===== config.mk =====
export PLATFORM = sky130hd
export DESIGN_NAME = fm_impulse_blanker
export DESIGN_NICKNAME = d
export VERILOG_FILES = /design/src/verilog/fib_pkg.sv /design/src/verilog/fib_delay_line.sv /design/src/verilog/fm_impulse_blanker.sv
export SDC_FILE = /design/constraint.sdc
export NUM_CORES = 1
export LEC_CHECK = 0
export BUFFER_PORTS_ARGS = -buffer_cell sky130_fd_sc_hd__buf_2
export CORE_ASPECT_RATIO = 0.6
export CORE_MARGIN = 10
export CORE_UTILIZATION = 46
export CTS_CLUSTER_DIAMETER = 80
export CTS_CLUSTER_SIZE = 12
export DETAILED_ROUTE_END_ITERATION = 8
export GPL_TIMING_DRIVEN = 0
export PLACE_DENSITY = 0.73
export REMOVE_ABC_BUFFERS = 1
export SLEW_MARGIN = 20
export SYNTH_ARGS = -nofsm -noshare
export SYNTH_HDL_FRONTEND = slang
export SYNTH_HIERARCHICAL = 1
export SYNTH_SLANG_ARGS = --single-unit
export TNS_END_PERCENT = 50

===== constraint.sdc =====
create_clock -name clk -period 10.7 [get_ports clk]
set_input_delay 0.535 -clock clk [delete_from_list [all_inputs] [get_ports clk]]
set_output_delay 0.535 -clock clk [all_outputs]
set_load 0.03 [all_outputs]

===== src/verilog/fib_pkg.sv =====
// Purpose: constants, settings layout and carriers for the FM impulse blanker
// Assumes: one 24-bit settings register, samples arrive as one strobe per sample
// Notes:   every field position, reset value and count lives here
package fib_pkg;

    // ==================================================================
    // register map
    localparam logic [11:0] SETTINGS_ADDR  = 12'hFFC;
    localparam int          SETTINGS_W     = 24;
    // nominal preset: level detector and dynamic disable both on
    localparam logic [23:0] SETTINGS_RST   = 24'hF4CAED;

    // ==================================================================
    // field positions (lsb of each field)
    localparam int THR_LSB      = 0;
    localparam int FFWD_LSB     = 3;
    localparam int SUPP_LSB     = 6;
    localparam int LEAD_LSB     = 9;
    localparam int AGC_BIT      = 11;
    localparam int TRIGMON_BIT  = 12;
    localparam int LEVTHR_LSB   = 13;
    localparam int LEVLEAD_LSB  = 17;
    localparam int LEVSTR_LSB   = 19;
    localparam int DYNTHR_LSB   = 21;
    localparam int DYNEN_BIT    = 23;

    // ==================================================================
    // sample path and detector constants
    localparam int          SAMPLE_W         = 16;
    localparam int          DELAY_MIN        = 2;
    localparam int          DELAY_DEPTH      = 5;
    localparam int          LEV_LEAD_MAX     = 3;
    localparam int          AGC_SHIFT        = 4;
    localparam int          LPF_SHIFT        = 3;
    localparam int          FFWD_SHIFT       = 5;
    localparam logic [19:0] THR_STEP         = 20'h00100;
    localparam logic [16:0] LEV_STEP         = 17'h00080;
    localparam logic [5:0]  SUPP_UNIT        = 6'h04;
    localparam logic [5:0]  STRETCH_UNIT     = 6'h04;
    localparam logic [15:0] DYN_HOLD_SAMPLES = 16'h0020;
    localparam logic [15:0] DYN_LIMIT0       = 16'h2000;
    localparam logic [15:0] DYN_LIMIT1       = 16'h2800;
    localparam logic [15:0] DYN_LIMIT2       = 16'h3000;
    localparam logic [15:0] DYN_LIMIT3       = 16'h3800;

    // ==================================================================
    // settings register laid out msb first, matching bit positions
    typedef struct packed {
        logic       dynEnable;
        logic [1:0] dynThreshold;
        logic [1:0] levelStretch;
        logic [1:0] levelLead;
        logic [3:0] levelThreshold;
        logic       triggerMonitor;
        logic       agcShift;
        logic [1:0] pulseLeadDelay;
        logic [2:0] suppression;
        logic [2:0] feedForward;
        logic [2:0] threshold;
    } fib_settings_t;

    typedef struct packed {
        logic signed [SAMPLE_W-1:0] mpx;
        logic        [SAMPLE_W-1:0] level;
    } fib_sample_t;

endpackage : fib_pkg


===== src/verilog/fib_delay_line.sv =====
// Purpose: sample delay line with a selectable tap for the multiplex path
// Assumes: shiftEn pulses once per sample
// Notes:   tap 0..3 selects DELAY_MIN..DELAY_MIN+3 samples of delay
`timescale 1ns/1ps
`default_nettype none
module fib_delay_line
    import fib_pkg::*;
#(
    parameter int W     = fib_pkg::SAMPLE_W,
    parameter int DEPTH = fib_pkg::DELAY_DEPTH
) (
    input  wire logic                clk,
    input  wire logic                nrst,
    input  wire logic                shiftEn,
    input  wire logic signed [W-1:0] din,
    input  wire logic        [1:0]   tap,
    output logic signed      [W-1:0] dout
);

    // ==================================================================
    // storage
    logic signed [W-1:0] mem [DEPTH];
    logic        [2:0]   tapIdx;

    assign tapIdx = 3'(tap) + 3'(DELAY_MIN - 1);
    assign dout   = mem[tapIdx];

    always_ff @(posedge clk) begin
        if (!nrst) begin
            for (int i = 0; i < DEPTH; i++) begin
                mem[i] <= '0;
            end
        end else if (shiftEn) begin
            mem[0] <= din;
            for (int i = 1; i < DEPTH; i++) begin
                mem[i] <= mem[i-1];
            end
        end
    end

endmodule : fib_delay_line
`default_nettype wire


===== src/verilog/fm_impulse_blanker.sv =====
// Purpose: impulse blanker for the FM multiplex path, two detectors and a gate
// Assumes: inValid pulses once per 304 kHz sample; settings port is synchronous
// Notes:   arithmetic is kept unsigned where possible to avoid sign surprises
`timescale 1ns/1ps
`default_nettype none
// Behaviour
// multiplex samples pass a delay line and then the gate switch
// detector: high-pass feed forward, gain loop, comparator and monostable
// while gated, output holds a low-pass level instead of delayed samples
// field-level detector can also trigger multiplex suppression
// bit 23 enables blocking all blanking during sustained high deviation
// bits 22..21 choose the deviation threshold for dynamic disable
// bits 2..0 set comparator threshold; higher means less sensitive
// bits 5..3 add modulation-proportional desensitising
// bits 8..6 set suppression time after the last trigger
// bits 10..9 set signal delay of 2 to 5 samples
// bit 11 shifts gain-loop set point, lowering sensitivity
// bits 16..13 set level threshold; zero turns level detector off
// bits 18..17 align level trigger timing with multiplex path
// bits 20..19 set suppression stretch after level drops
// bit 12 routes internal trigger to the general output pin
// reset loads nominal preset with level and dynamic functions on
// host rewrites the settings register at address 0FFC
// host may load a recommended tuner-specific settings value
// suppression requests are ORed and gated off by dynamic disable
module fm_impulse_blanker
    import fib_pkg::*;
#(
    parameter logic [15:0] DYN_HOLD = fib_pkg::DYN_HOLD_SAMPLES
) (
    input  wire logic                         clk,
    input  wire logic                         nrst,
    input  wire logic                         regWrEn,
    input  wire logic [11:0]                  regAddr,
    input  wire logic [fib_pkg::SETTINGS_W-1:0] regWrData,
    output logic      [fib_pkg::SETTINGS_W-1:0] regRdData_r,
    input  wire logic                         inValid,
    input  wire fib_pkg::fib_sample_t         inSample,
    output logic                              outValid_r,
    output logic signed [fib_pkg::SAMPLE_W-1:0] outSample_r,
    output logic                              blankActive_r,
    output logic                              dynDisable_r,
    output logic                              generalOutputPin_r
);
    import fib_pkg::*;

    localparam int W = SAMPLE_W;

    // ==================================================================
    // helpers
    function automatic logic [W:0] absDiff(input logic signed [W:0] v);
        absDiff = v[W] ? 17'(-v) : 17'(v);
    endfunction : absDiff

    function automatic logic [5:0] holdLen(input logic [2:0] code, input logic [5:0] unit);
        holdLen = 6'(({3'h0, code} + 6'h01) * unit);
    endfunction : holdLen

    function automatic logic [15:0] dynLimit(input logic [1:0] code);
        unique case (code)
            2'h0: dynLimit = DYN_LIMIT0;
            2'h1: dynLimit = DYN_LIMIT1;
            2'h2: dynLimit = DYN_LIMIT2;
            2'h3: dynLimit = DYN_LIMIT3;
        endcase
    endfunction : dynLimit

    // ==================================================================
    // settings register
    fib_settings_t cfg_r;
    logic          wrHit;

    assign wrHit = regWrEn && (regAddr == SETTINGS_ADDR);

    always_ff @(posedge clk) begin
        if (!nrst) begin
            cfg_r       <= fib_settings_t'(SETTINGS_RST);
            regRdData_r <= '0;
        end else begin
            if (wrHit) begin
                cfg_r <= fib_settings_t'(regWrData);
            end
            regRdData_r <= (regAddr == SETTINGS_ADDR) ? SETTINGS_W'(cfg_r) : '0;
        end
    end

    // ==================================================================
    // delayed signal path
    logic signed [W-1:0] delayed;

    fib_delay_line #(
        .W     (W),
        .DEPTH (DELAY_DEPTH)
    ) uDelay (
        .clk     (clk),
        .nrst    (nrst),
        .shiftEn (inValid),
        .din     (inSample.mpx),
        .tap     (cfg_r.pulseLeadDelay),
        .dout    (delayed)
    );

    // low-pass of the delayed signal, the level the gate holds
    logic signed [W-1:0] lpf_r;
    logic signed [W:0]   lpfErr;
    logic signed [W-1:0] lpf_nxt;
    logic        [W:0]   lpfMag;

    assign lpfErr  = 17'(delayed) - 17'(lpf_r);
    assign lpf_nxt = lpf_r + W'(lpfErr >>> LPF_SHIFT);
    assign lpfMag  = absDiff(17'(lpf_r));

    // ==================================================================
    // multiplex interference detector
    logic signed [W-1:0] prevMpx_r;
    logic        [W:0]   hfMag;
    logic        [W:0]   agcAvg_r;
    logic        [W:0]   agc_nxt;
    logic        [19:0]  agcSet;
    logic        [19:0]  thrOffset;
    logic        [19:0]  ffTerm;
    logic        [19:0]  mpxLimit;
    logic                mpxTrig;
    logic        [5:0]   mpxHold_r;

    // first difference isolates the high-frequency content
    assign hfMag     = absDiff(17'(inSample.mpx) - 17'(prevMpx_r));
    assign agc_nxt   = agcAvg_r + (hfMag >> AGC_SHIFT) - (agcAvg_r >> AGC_SHIFT);
    // shifted set point doubles the reference, so the blanker gets less eager
    assign agcSet    = cfg_r.agcShift ? 20'(agcAvg_r) << 2 : 20'(agcAvg_r) << 1;
    assign thrOffset = 20'(20'(cfg_r.threshold) * THR_STEP);
    assign ffTerm    = 20'(20'(cfg_r.feedForward) * 20'(lpfMag >> FFWD_SHIFT));
    assign mpxLimit  = agcSet + thrOffset + ffTerm;
    assign mpxTrig   = 20'(hfMag) > mpxLimit;

    always_ff @(posedge clk) begin
        if (!nrst) begin
            prevMpx_r <= '0;
            agcAvg_r  <= '0;
            mpxHold_r <= '0;
        end else if (inValid) begin
            prevMpx_r <= inSample.mpx;
            agcAvg_r  <= agc_nxt;
            // retriggerable monostable
            if (mpxTrig) begin
                mpxHold_r <= holdLen(cfg_r.suppression, SUPP_UNIT);
            end else if (mpxHold_r != 6'h00) begin
                mpxHold_r <= mpxHold_r - 6'h01;
            end
        end
    end

    // ==================================================================
    // field-level detector
    logic [W-1:0]            prevLev_r;
    logic [W:0]              levStep;
    logic                    levOn;
    logic                    levRaw;
    logic [LEV_LEAD_MAX-1:0] levPipe_r;
    logic [1:0]              levTap;
    logic                    levTrig;
    logic [5:0]              levHold_r;

    assign levStep = absDiff(17'({1'b0, inSample.level}) - 17'({1'b0, prevLev_r}));
    assign levOn   = cfg_r.levelThreshold != 4'h0;
    assign levRaw  = levOn && (levStep > 17'(17'(cfg_r.levelThreshold) * LEV_STEP));
    // more lead means less extra delay on the level trigger
    assign levTap  = 2'(LEV_LEAD_MAX - 1) - cfg_r.levelLead;
    assign levTrig = (cfg_r.levelLead == 2'(LEV_LEAD_MAX)) ? levRaw : levPipe_r[levTap];

    always_ff @(posedge clk) begin
        if (!nrst) begin
            prevLev_r <= '0;
            levPipe_r <= '0;
            levHold_r <= '0;
        end else if (inValid) begin
            prevLev_r <= inSample.level;
            levPipe_r <= {levPipe_r[LEV_LEAD_MAX-2:0], levRaw};
            if (levTrig) begin
                levHold_r <= holdLen({1'b0, cfg_r.levelStretch}, STRETCH_UNIT);
            end else if (levHold_r != 6'h00) begin
                levHold_r <= levHold_r - 6'h01;
            end
        end
    end

    // ==================================================================
    // dynamic disable on sustained deviation
    logic [15:0] dynCnt_r;
    logic        devOver;
    logic        dynActive;

    assign devOver   = lpfMag > 17'(dynLimit(cfg_r.dynThreshold));
    assign dynActive = cfg_r.dynEnable && (dynCnt_r >= DYN_HOLD);

    always_ff @(posedge clk) begin
        if (!nrst) begin
            dynCnt_r <= '0;
        end else if (inValid) begin
            if (!devOver) begin
                dynCnt_r <= '0;
            end else if (dynCnt_r != 16'hFFFF) begin
                dynCnt_r <= dynCnt_r + 16'h0001;
            end
        end
    end

    // ==================================================================
    // gate and output
    logic                mpxReq;
    logic                levReq;
    logic                blank;
    logic signed [W-1:0] holdLevel_r;
    logic signed [W-1:0] gateOut;

    assign mpxReq  = mpxTrig || (mpxHold_r != 6'h00);
    assign levReq  = levTrig || (levHold_r != 6'h00);
    assign blank   = (mpxReq || levReq) && !dynActive;
    // the held level is frozen at gate start so the gap stays flat
    assign gateOut = !blank ? delayed : (blankActive_r ? holdLevel_r : lpf_r);

    always_ff @(posedge clk) begin
        if (!nrst) begin
            lpf_r              <= '0;
            holdLevel_r        <= '0;
            outSample_r        <= '0;
            outValid_r         <= 1'b0;
            blankActive_r      <= 1'b0;
            dynDisable_r       <= 1'b0;
            generalOutputPin_r <= 1'b0;
        end else begin
            outValid_r <= inValid;
            if (inValid) begin
                lpf_r         <= blank ? lpf_r : lpf_nxt;
                outSample_r   <= gateOut;
                blankActive_r <= blank;
                dynDisable_r  <= dynActive;
                if (blank && !blankActive_r) begin
                    holdLevel_r <= lpf_r;
                end
                generalOutputPin_r <= cfg_r.triggerMonitor && (mpxTrig || levTrig);
            end
        end
    end

endmodule : fm_impulse_blanker
`default_nettype wire


# Word level (Yosys, flattened, before mapping)
# Memory sizes are Yosys's and may differ from the RTL's.
# Cells that the tools add are included.
[totals]
regBits = 180
ramBits = 80
in_bits = 72
out_inout_bits = 44
wordCells = 113
memories = 1
[classes]
addsub = 18
multipliers = 1
order_cmp = 5
eq_ne = 7
n_mux = 25
n_bitwise = 6
reduce_logical = 24
[mem_list]
columns = ["memory", "words", "width", "rd", "rd_clocked_by_memory_dff", "write_ports", "line", "source"]
rows = [
  ["uDelay.mem", 5, 16, 5, 0, 5, "fib_delay_line.sv:22", "logic signed [W-1:0] mem [DEPTH];"],
]
[ops]
columns = ["op", "count"]
rows = [
  ["$mux 16", 9],
  ["$pmux 16 s4", 1],
  ["$mux 17", 3],
  ["$sub 16x16->17", 3],
  ["$neg 17->17", 2],
  ["$mux 6", 4],
  ["$add 19x11->20", 1],
  ["$add 20x15->20", 1],
  ["$gt 17x20->1", 1],
  ["$mux 19", 1],
  ["$add 17x13->17", 1],
  ["$gt 17x11->1", 1],
  ["$gt 17x16->1", 1],
  ["$neg 16->17", 1],
  ["$sub 17x13->17", 1],
  ["$add 16x1->16 const B", 1],
  ["$add 16x14->16", 1],
  ["$ge 16x6->1 const B", 1],
  ["$ne 16x16->1 const B", 1],
  ["$mul 3x12->15", 1],
  ["$eq 12x12->1 const B", 1],
  ["$reduce_and 2->1", 6],
  ["$reduce_bool 6->1", 2],
  ["$sub 6x1->6 const B", 2],
  ["17 further kinds", 39],
]

# Longest topological paths before layout
[depth]
word_depth = 11
depth_mapped = 33
ltp_nobuf = 30

# Hierarchy
# Netlist, hierarchy kept.
[modules_own_cells]
columns = ["mod", "n_inst", "cells_per_inst", "area_per_inst_um2", "seq_area_each_um2"]
rows = [
  ["fm_impulse_blanker", 1, 1695, 13950.9, 3603.5],
  ["fib_delay_line", 1, 272, 3721.1, 2402.3],
]

# Worst setup path before layout
# Ideal clock, no wire load.
[synth_timing]
path_kind = "register -> register"
start = "reg lpf_r[1]"
end = "reg holdLevel_r[10]"
setup_ns = 0.072
arrival_time_ns = 7.531
required_time_ns = 10.628
path_slack_ns = 3.097
path_stages_with_launch = 33
n_path_buf = 3
period_less_slack_ns = 7.603
path_cell_list = "dfxtp_1 -> nor3_1 -> nand3_1 -> or4_1 -> or4_1 -> or3_1 -> o21ai_0 -> xnor2_1 -> nor2b_1 -> fa_1 -> fa_1 -> inv_1 -> fa_1 -> inv_1 -> ha_1 -> or3_1 -> o22a_1 -> nand2b_1 -> nand2_1 -> xnor2_1 -> ha_1 -> a21o_1 -> a21o_1 -> a21o_1 -> a221o_1 -> o221a_2 -> or4_1 -> o21ai_2 -> buf_4 -> or3_1 -> buf_6 -> buf_8 -> mux2i_1"
[synth_between]
elab_chain_len = 10
[synth_rtl]
columns = ["element", "line", "source"]
rows = [
  ["start: declaration", "fm_impulse_blanker.sv:104", "logic signed [W-1:0] lpf_r;"],
  ["start signal: assignment", "fm_impulse_blanker.sv:234", "lpf_r <= blank ? lpf_r : lpf_nxt;"],
  ["$neg 16->17", "fm_impulse_blanker.sv:52", "absDiff = v[W] ? 17'(-v) : 17'(v);"],
  ["$mux 17", "fm_impulse_blanker.sv:52", ""],
  ["$mul 3x12->15", "fm_impulse_blanker.sv:132", "assign ffTerm = 20'(20'(cfg_r.feedForward) * 20'(lpfMag >> FFWD_SHIFT));"],
  ["$add 20x15->20", "fm_impulse_blanker.sv:133", "assign mpxLimit = agcSet + thrOffset + ffTerm;"],
  ["$gt 17x20->1", "fm_impulse_blanker.sv:134", "assign mpxTrig = 20'(hfMag) > mpxLimit;"],
  ["$logic_or 1x1->1", "fm_impulse_blanker.sv:216", "assign mpxReq = mpxTrig || (mpxHold_r != 6'h00);"],
  ["$logic_or 1x1->1", "fm_impulse_blanker.sv:218", "assign blank = (mpxReq || levReq) && !dynActive;"],
  ["$logic_and 1x1->1", "fm_impulse_blanker.sv:218", ""],
  ["$logic_and 1x1->1", "fm_impulse_blanker.sv:238", "if (blank && !blankActive_r) begin"],
  ["$reduce_and 2->1 (no line)", "-", ""],
  ["end signal: assignment", "fm_impulse_blanker.sv:239", "holdLevel_r <= lpf_r;"],
  ["end: declaration", "fm_impulse_blanker.sv:213", "logic signed [W-1:0] holdLevel_r;"],
]
# Every way passes these cells.
# A chain may end at the register's enable or synchronous reset.

# Final worst setup path
[layout_timing]
start = "reg lpf_r[1]"
end = "reg holdLevel_r[6]"
# Same word-level chain as after synthesis.

==> results.md <==
- CP startpoint kind: flip-flop
- Placed Area: around 0.019 mm²
- Clock buffer depth: 3
- Top FF cell, synth: dfxtp_1
- FFs w/ async S/R, synth: 0%
- Status: finished clean
- Worst skew pair latency: roughly 0.57 ns
- # IOs: ~120
- Crit. End Element: flip-flop
- First-pass GRT wire length: 71900 µm
- Drt drc: 0
- Fmax: slightly above 100 MHz
- Post-synth EDFFs: 80
- PortBufs: 115
- Pleak: slightly below 9 nW
- Clock transition at path regs: approximately 0.06 ns
- Post-CTS sizing: 0
- Hold Path Stages: 3
- Area leader, netlist: dfxtp_1
- Worst R2R Path Depth: 26
- Hold Violations, Final: 0
- Final layout net count: ~2300
- TritonCTS clock tree: done
- Top post-synthesis cells by area: dfxtp_1 (20%), edfxtp_1 (14%), ha_1 (9.8%), mux2i_1 (6.7%), fa_1 (4.8%)
- Clk root buf: clkbuf_16
- Reg2reg setup slack: between 0.8 and 0.9 ns
- DP HPWL: 32700 µm
- Avg WL per Cell: approximately 17 µm
- Antenna-violating nets left: 0
- Final setup viols: 0
- Commonest cells in the netlist: dfxtp_1 (180), inv_1 (169), nor2_1 (157)
- Diode count: 0
- Post-CTS setup buffer count: 0
- Area share of the largest cell type after synthesis: between 20% and 30%
- Vias in the first global route: approximately 14000
- Layout cells sized above 1: under 10%
- Sequential area share after synthesis: between 30 and 40%
- CTS H-tree lvls: 1
- Hold Buf Count CTS: 0
- GRT Util Overall: 18.5%
- CP max stage cell: or3_1
- Num CTS Buffers: 25
- Synth Instances: roughly 2000
- Synth unique cells: 77
- Area growth, synth to finish: 9.52%
- Max_slew headroom: 33.1%
- Pre-antenna DRT Iters: 5
- Hold path startpoint: regWrData[23]
- Core area: around 0.038 mm²
- Clock skew: 0.0162 ns
- Dpl cells: ~2500
- Setup WS post-layout: about 0.9 ns
- Syn Area/Cell: roughly 9 µm²
- Hold Path End: cfg_r[23]
- Routed vias/inst: 5.60
- Initial Utilization: a little under half
- Worst slack at placement: just under 1 ns
- Die X-Extent: roughly 270 µm
- Crit path DAT: between 10 and 15 ns
- Row Count: 55
- CP required: roughly 11 ns
- PD cells: around 220 mW/mm²
- Crit path max fanout: 38
- Max VDD drop: 0.131 mV
- Setup CP Type: reg2reg
- RePlAce Congestion: approximately 0.9
- Critical R2R Capture: holdLevel_r[6]
- Fin crit period: between 9 and 10 ns
- Final TNS setup: 0 ns
- Final-layout fill cell count: approximately 3400
- Design Area, Final: ~0.019 mm²
- Unrepaired setup endpoints after global routing: no
- Pin count of the biggest net entering global routing: between 100 and 150
- Synth Cell Area: about 0.018 mm²
- Non-Filler Instances: ~2500
- Height of the die: around 170 µm
- GRT overflow: 0
- Slowest stage delay, CP: just under 0.9 ns
- RR Startpoint: lpf_r[1]
- Final period util: between 90% and 100%
- Num Clock Sinks: 260
- Max-capacitance violation count: 0
- Count leader, synth: dfxtp_1
- Final WL: roughly 44000 µm
- Count of pins over their slew limit: 0
- Worst-margin pin slew: between 1 and 1.5 ns
- Number of antenna violations at the first check in global routing: 1
- #FFs+latches synth: 260
- Power Total: ~4.2 mW
- Synthesis warning total: 6
- Die Area: about 0.047 mm²
- DRT iter0 DRCs: 1164
- Via count: between 10000 and 15000
- Min-Delay Path Class: in2reg
[stage by stage]
step                      hold slack, ns  utilization (%)
after floorplan                    0.438                -
after global placement             0.445             48.8
after detailed placement           0.453             49.4
after CTS                          0.164             51.2
after global routing               0.178             51.2
final                              0.180             51.2
[metal layers]
layer / vias to the layer above / wire, µm / global-route usage, %
met2: 392 / 19000 / 28.2
met5: - / 0 / 0
met1: 6728 / 21600 / 26.6
met4: 0 / 775 / 3.73
li1: 7062 / - / -
met3: 65 / 2990 / 3.59
[critical path, delay by kind of cell (launching register included)]
family | cells | cell delay (ns)
and+or+nand+nor | 12 | 4.48
adders and majority gates | 5 | 2.15
AOI/OAI and AO/OA | 5 | 2.14
DFF | 1 | 0.39
muxes | 1 | 0.29
xor gates and xnor gates | 1 | 0.16
buffers and inverters | 2 | 0.10
[state kept, by name, summed over array words and instances, names as in the netlist, 16 cells and up]
register and flops:
dynCnt_r 16, regRdData_r 24, outSample_r 16, uDelay/mem 80, cfg_r 24, lpf_r 16
holdLevel_r 16, prevMpx_r 16, agcAvg_r 17, prevLev_r 16
[power by group]
group | switching [mW] | leakage [nW] | internal (mW)
logic | 1.25 | 6.11 | 0.935
registers | 0.113 | 2.34 | 1.12
clock network | 0.397 | 0.335 | 0.431
[worst max-delay path by stage]
| stage | start | endpoint | slack (ns) |
|---|---|---|---|
| floorplan | lpf_r[1] | holdLevel_r[0] | 2.30 |
| global placement | lpf_r[1] | holdLevel_r[14] | 0.87 |
| detailed placement | lpf_r[1] | holdLevel_r[6] | 0.98 |
| CTS | lpf_r[1] | holdLevel_r[6] | 0.94 |
| global route | lpf_r[1] | holdLevel_r[12] | 0.39 |
| finish | lpf_r[1] | holdLevel_r[6] | 0.88 |
[logic make-up after synthesis]
group / after synthesis / synth area share (%)
flops: 260 / 34.0
fa+ha+maj: 180 / 14.5
compound gates: 342 / 13.3
mux: 125 / 7.12
other cells: 2 / 0.0425
simple gates: 686 / 19.6
buf+inv: 265 / 6.11
xor+xnor: 107 / 5.30
[final cells by class]
cell class              count  area (µm²)  area share, %
clock buffers              36         667           3.45
clock inverters             2        25.0          0.129
inverters                 169         637           3.29
multi-input cells        1443       10600           54.8
flip-flops and latches    260        6010           31.0
well taps                 513         642           3.32
repair buffers            122         761           3.93
[placed cells by master, fill, tap and decap left out, types with 14 or more instances in the layout]
| cell type | count |
|---|---|
| inv_1 | 167 |
| nand2b_1 | 17 |
| nor2_1 | 156 |
| nor3_1 | 33 |
| nand4_1 | 32 |
| o311ai_0 | 21 |
| o21a_1 | 14 |
| xor2_1 | 32 |
| mux2i_1 | 119 |
| nor2b_1 | 58 |
| ha_1 | 138 |
| xnor2_1 | 75 |
| edfxtp_1 | 80 |
| o21ai_0 | 59 |
| a211oi_1 | 28 |
| nand3_1 | 54 |
| clkbuf_16 | 25 |
| or3_1 | 19 |
| and3_1 | 115 |
| buf_2 | 113 |
| fa_1 | 42 |
| a21o_1 | 20 |
| a21oi_1 | 89 |
| dfxtp_1 | 177 |
| nand2_1 | 150 |
(Power assumes the default switching activity.)
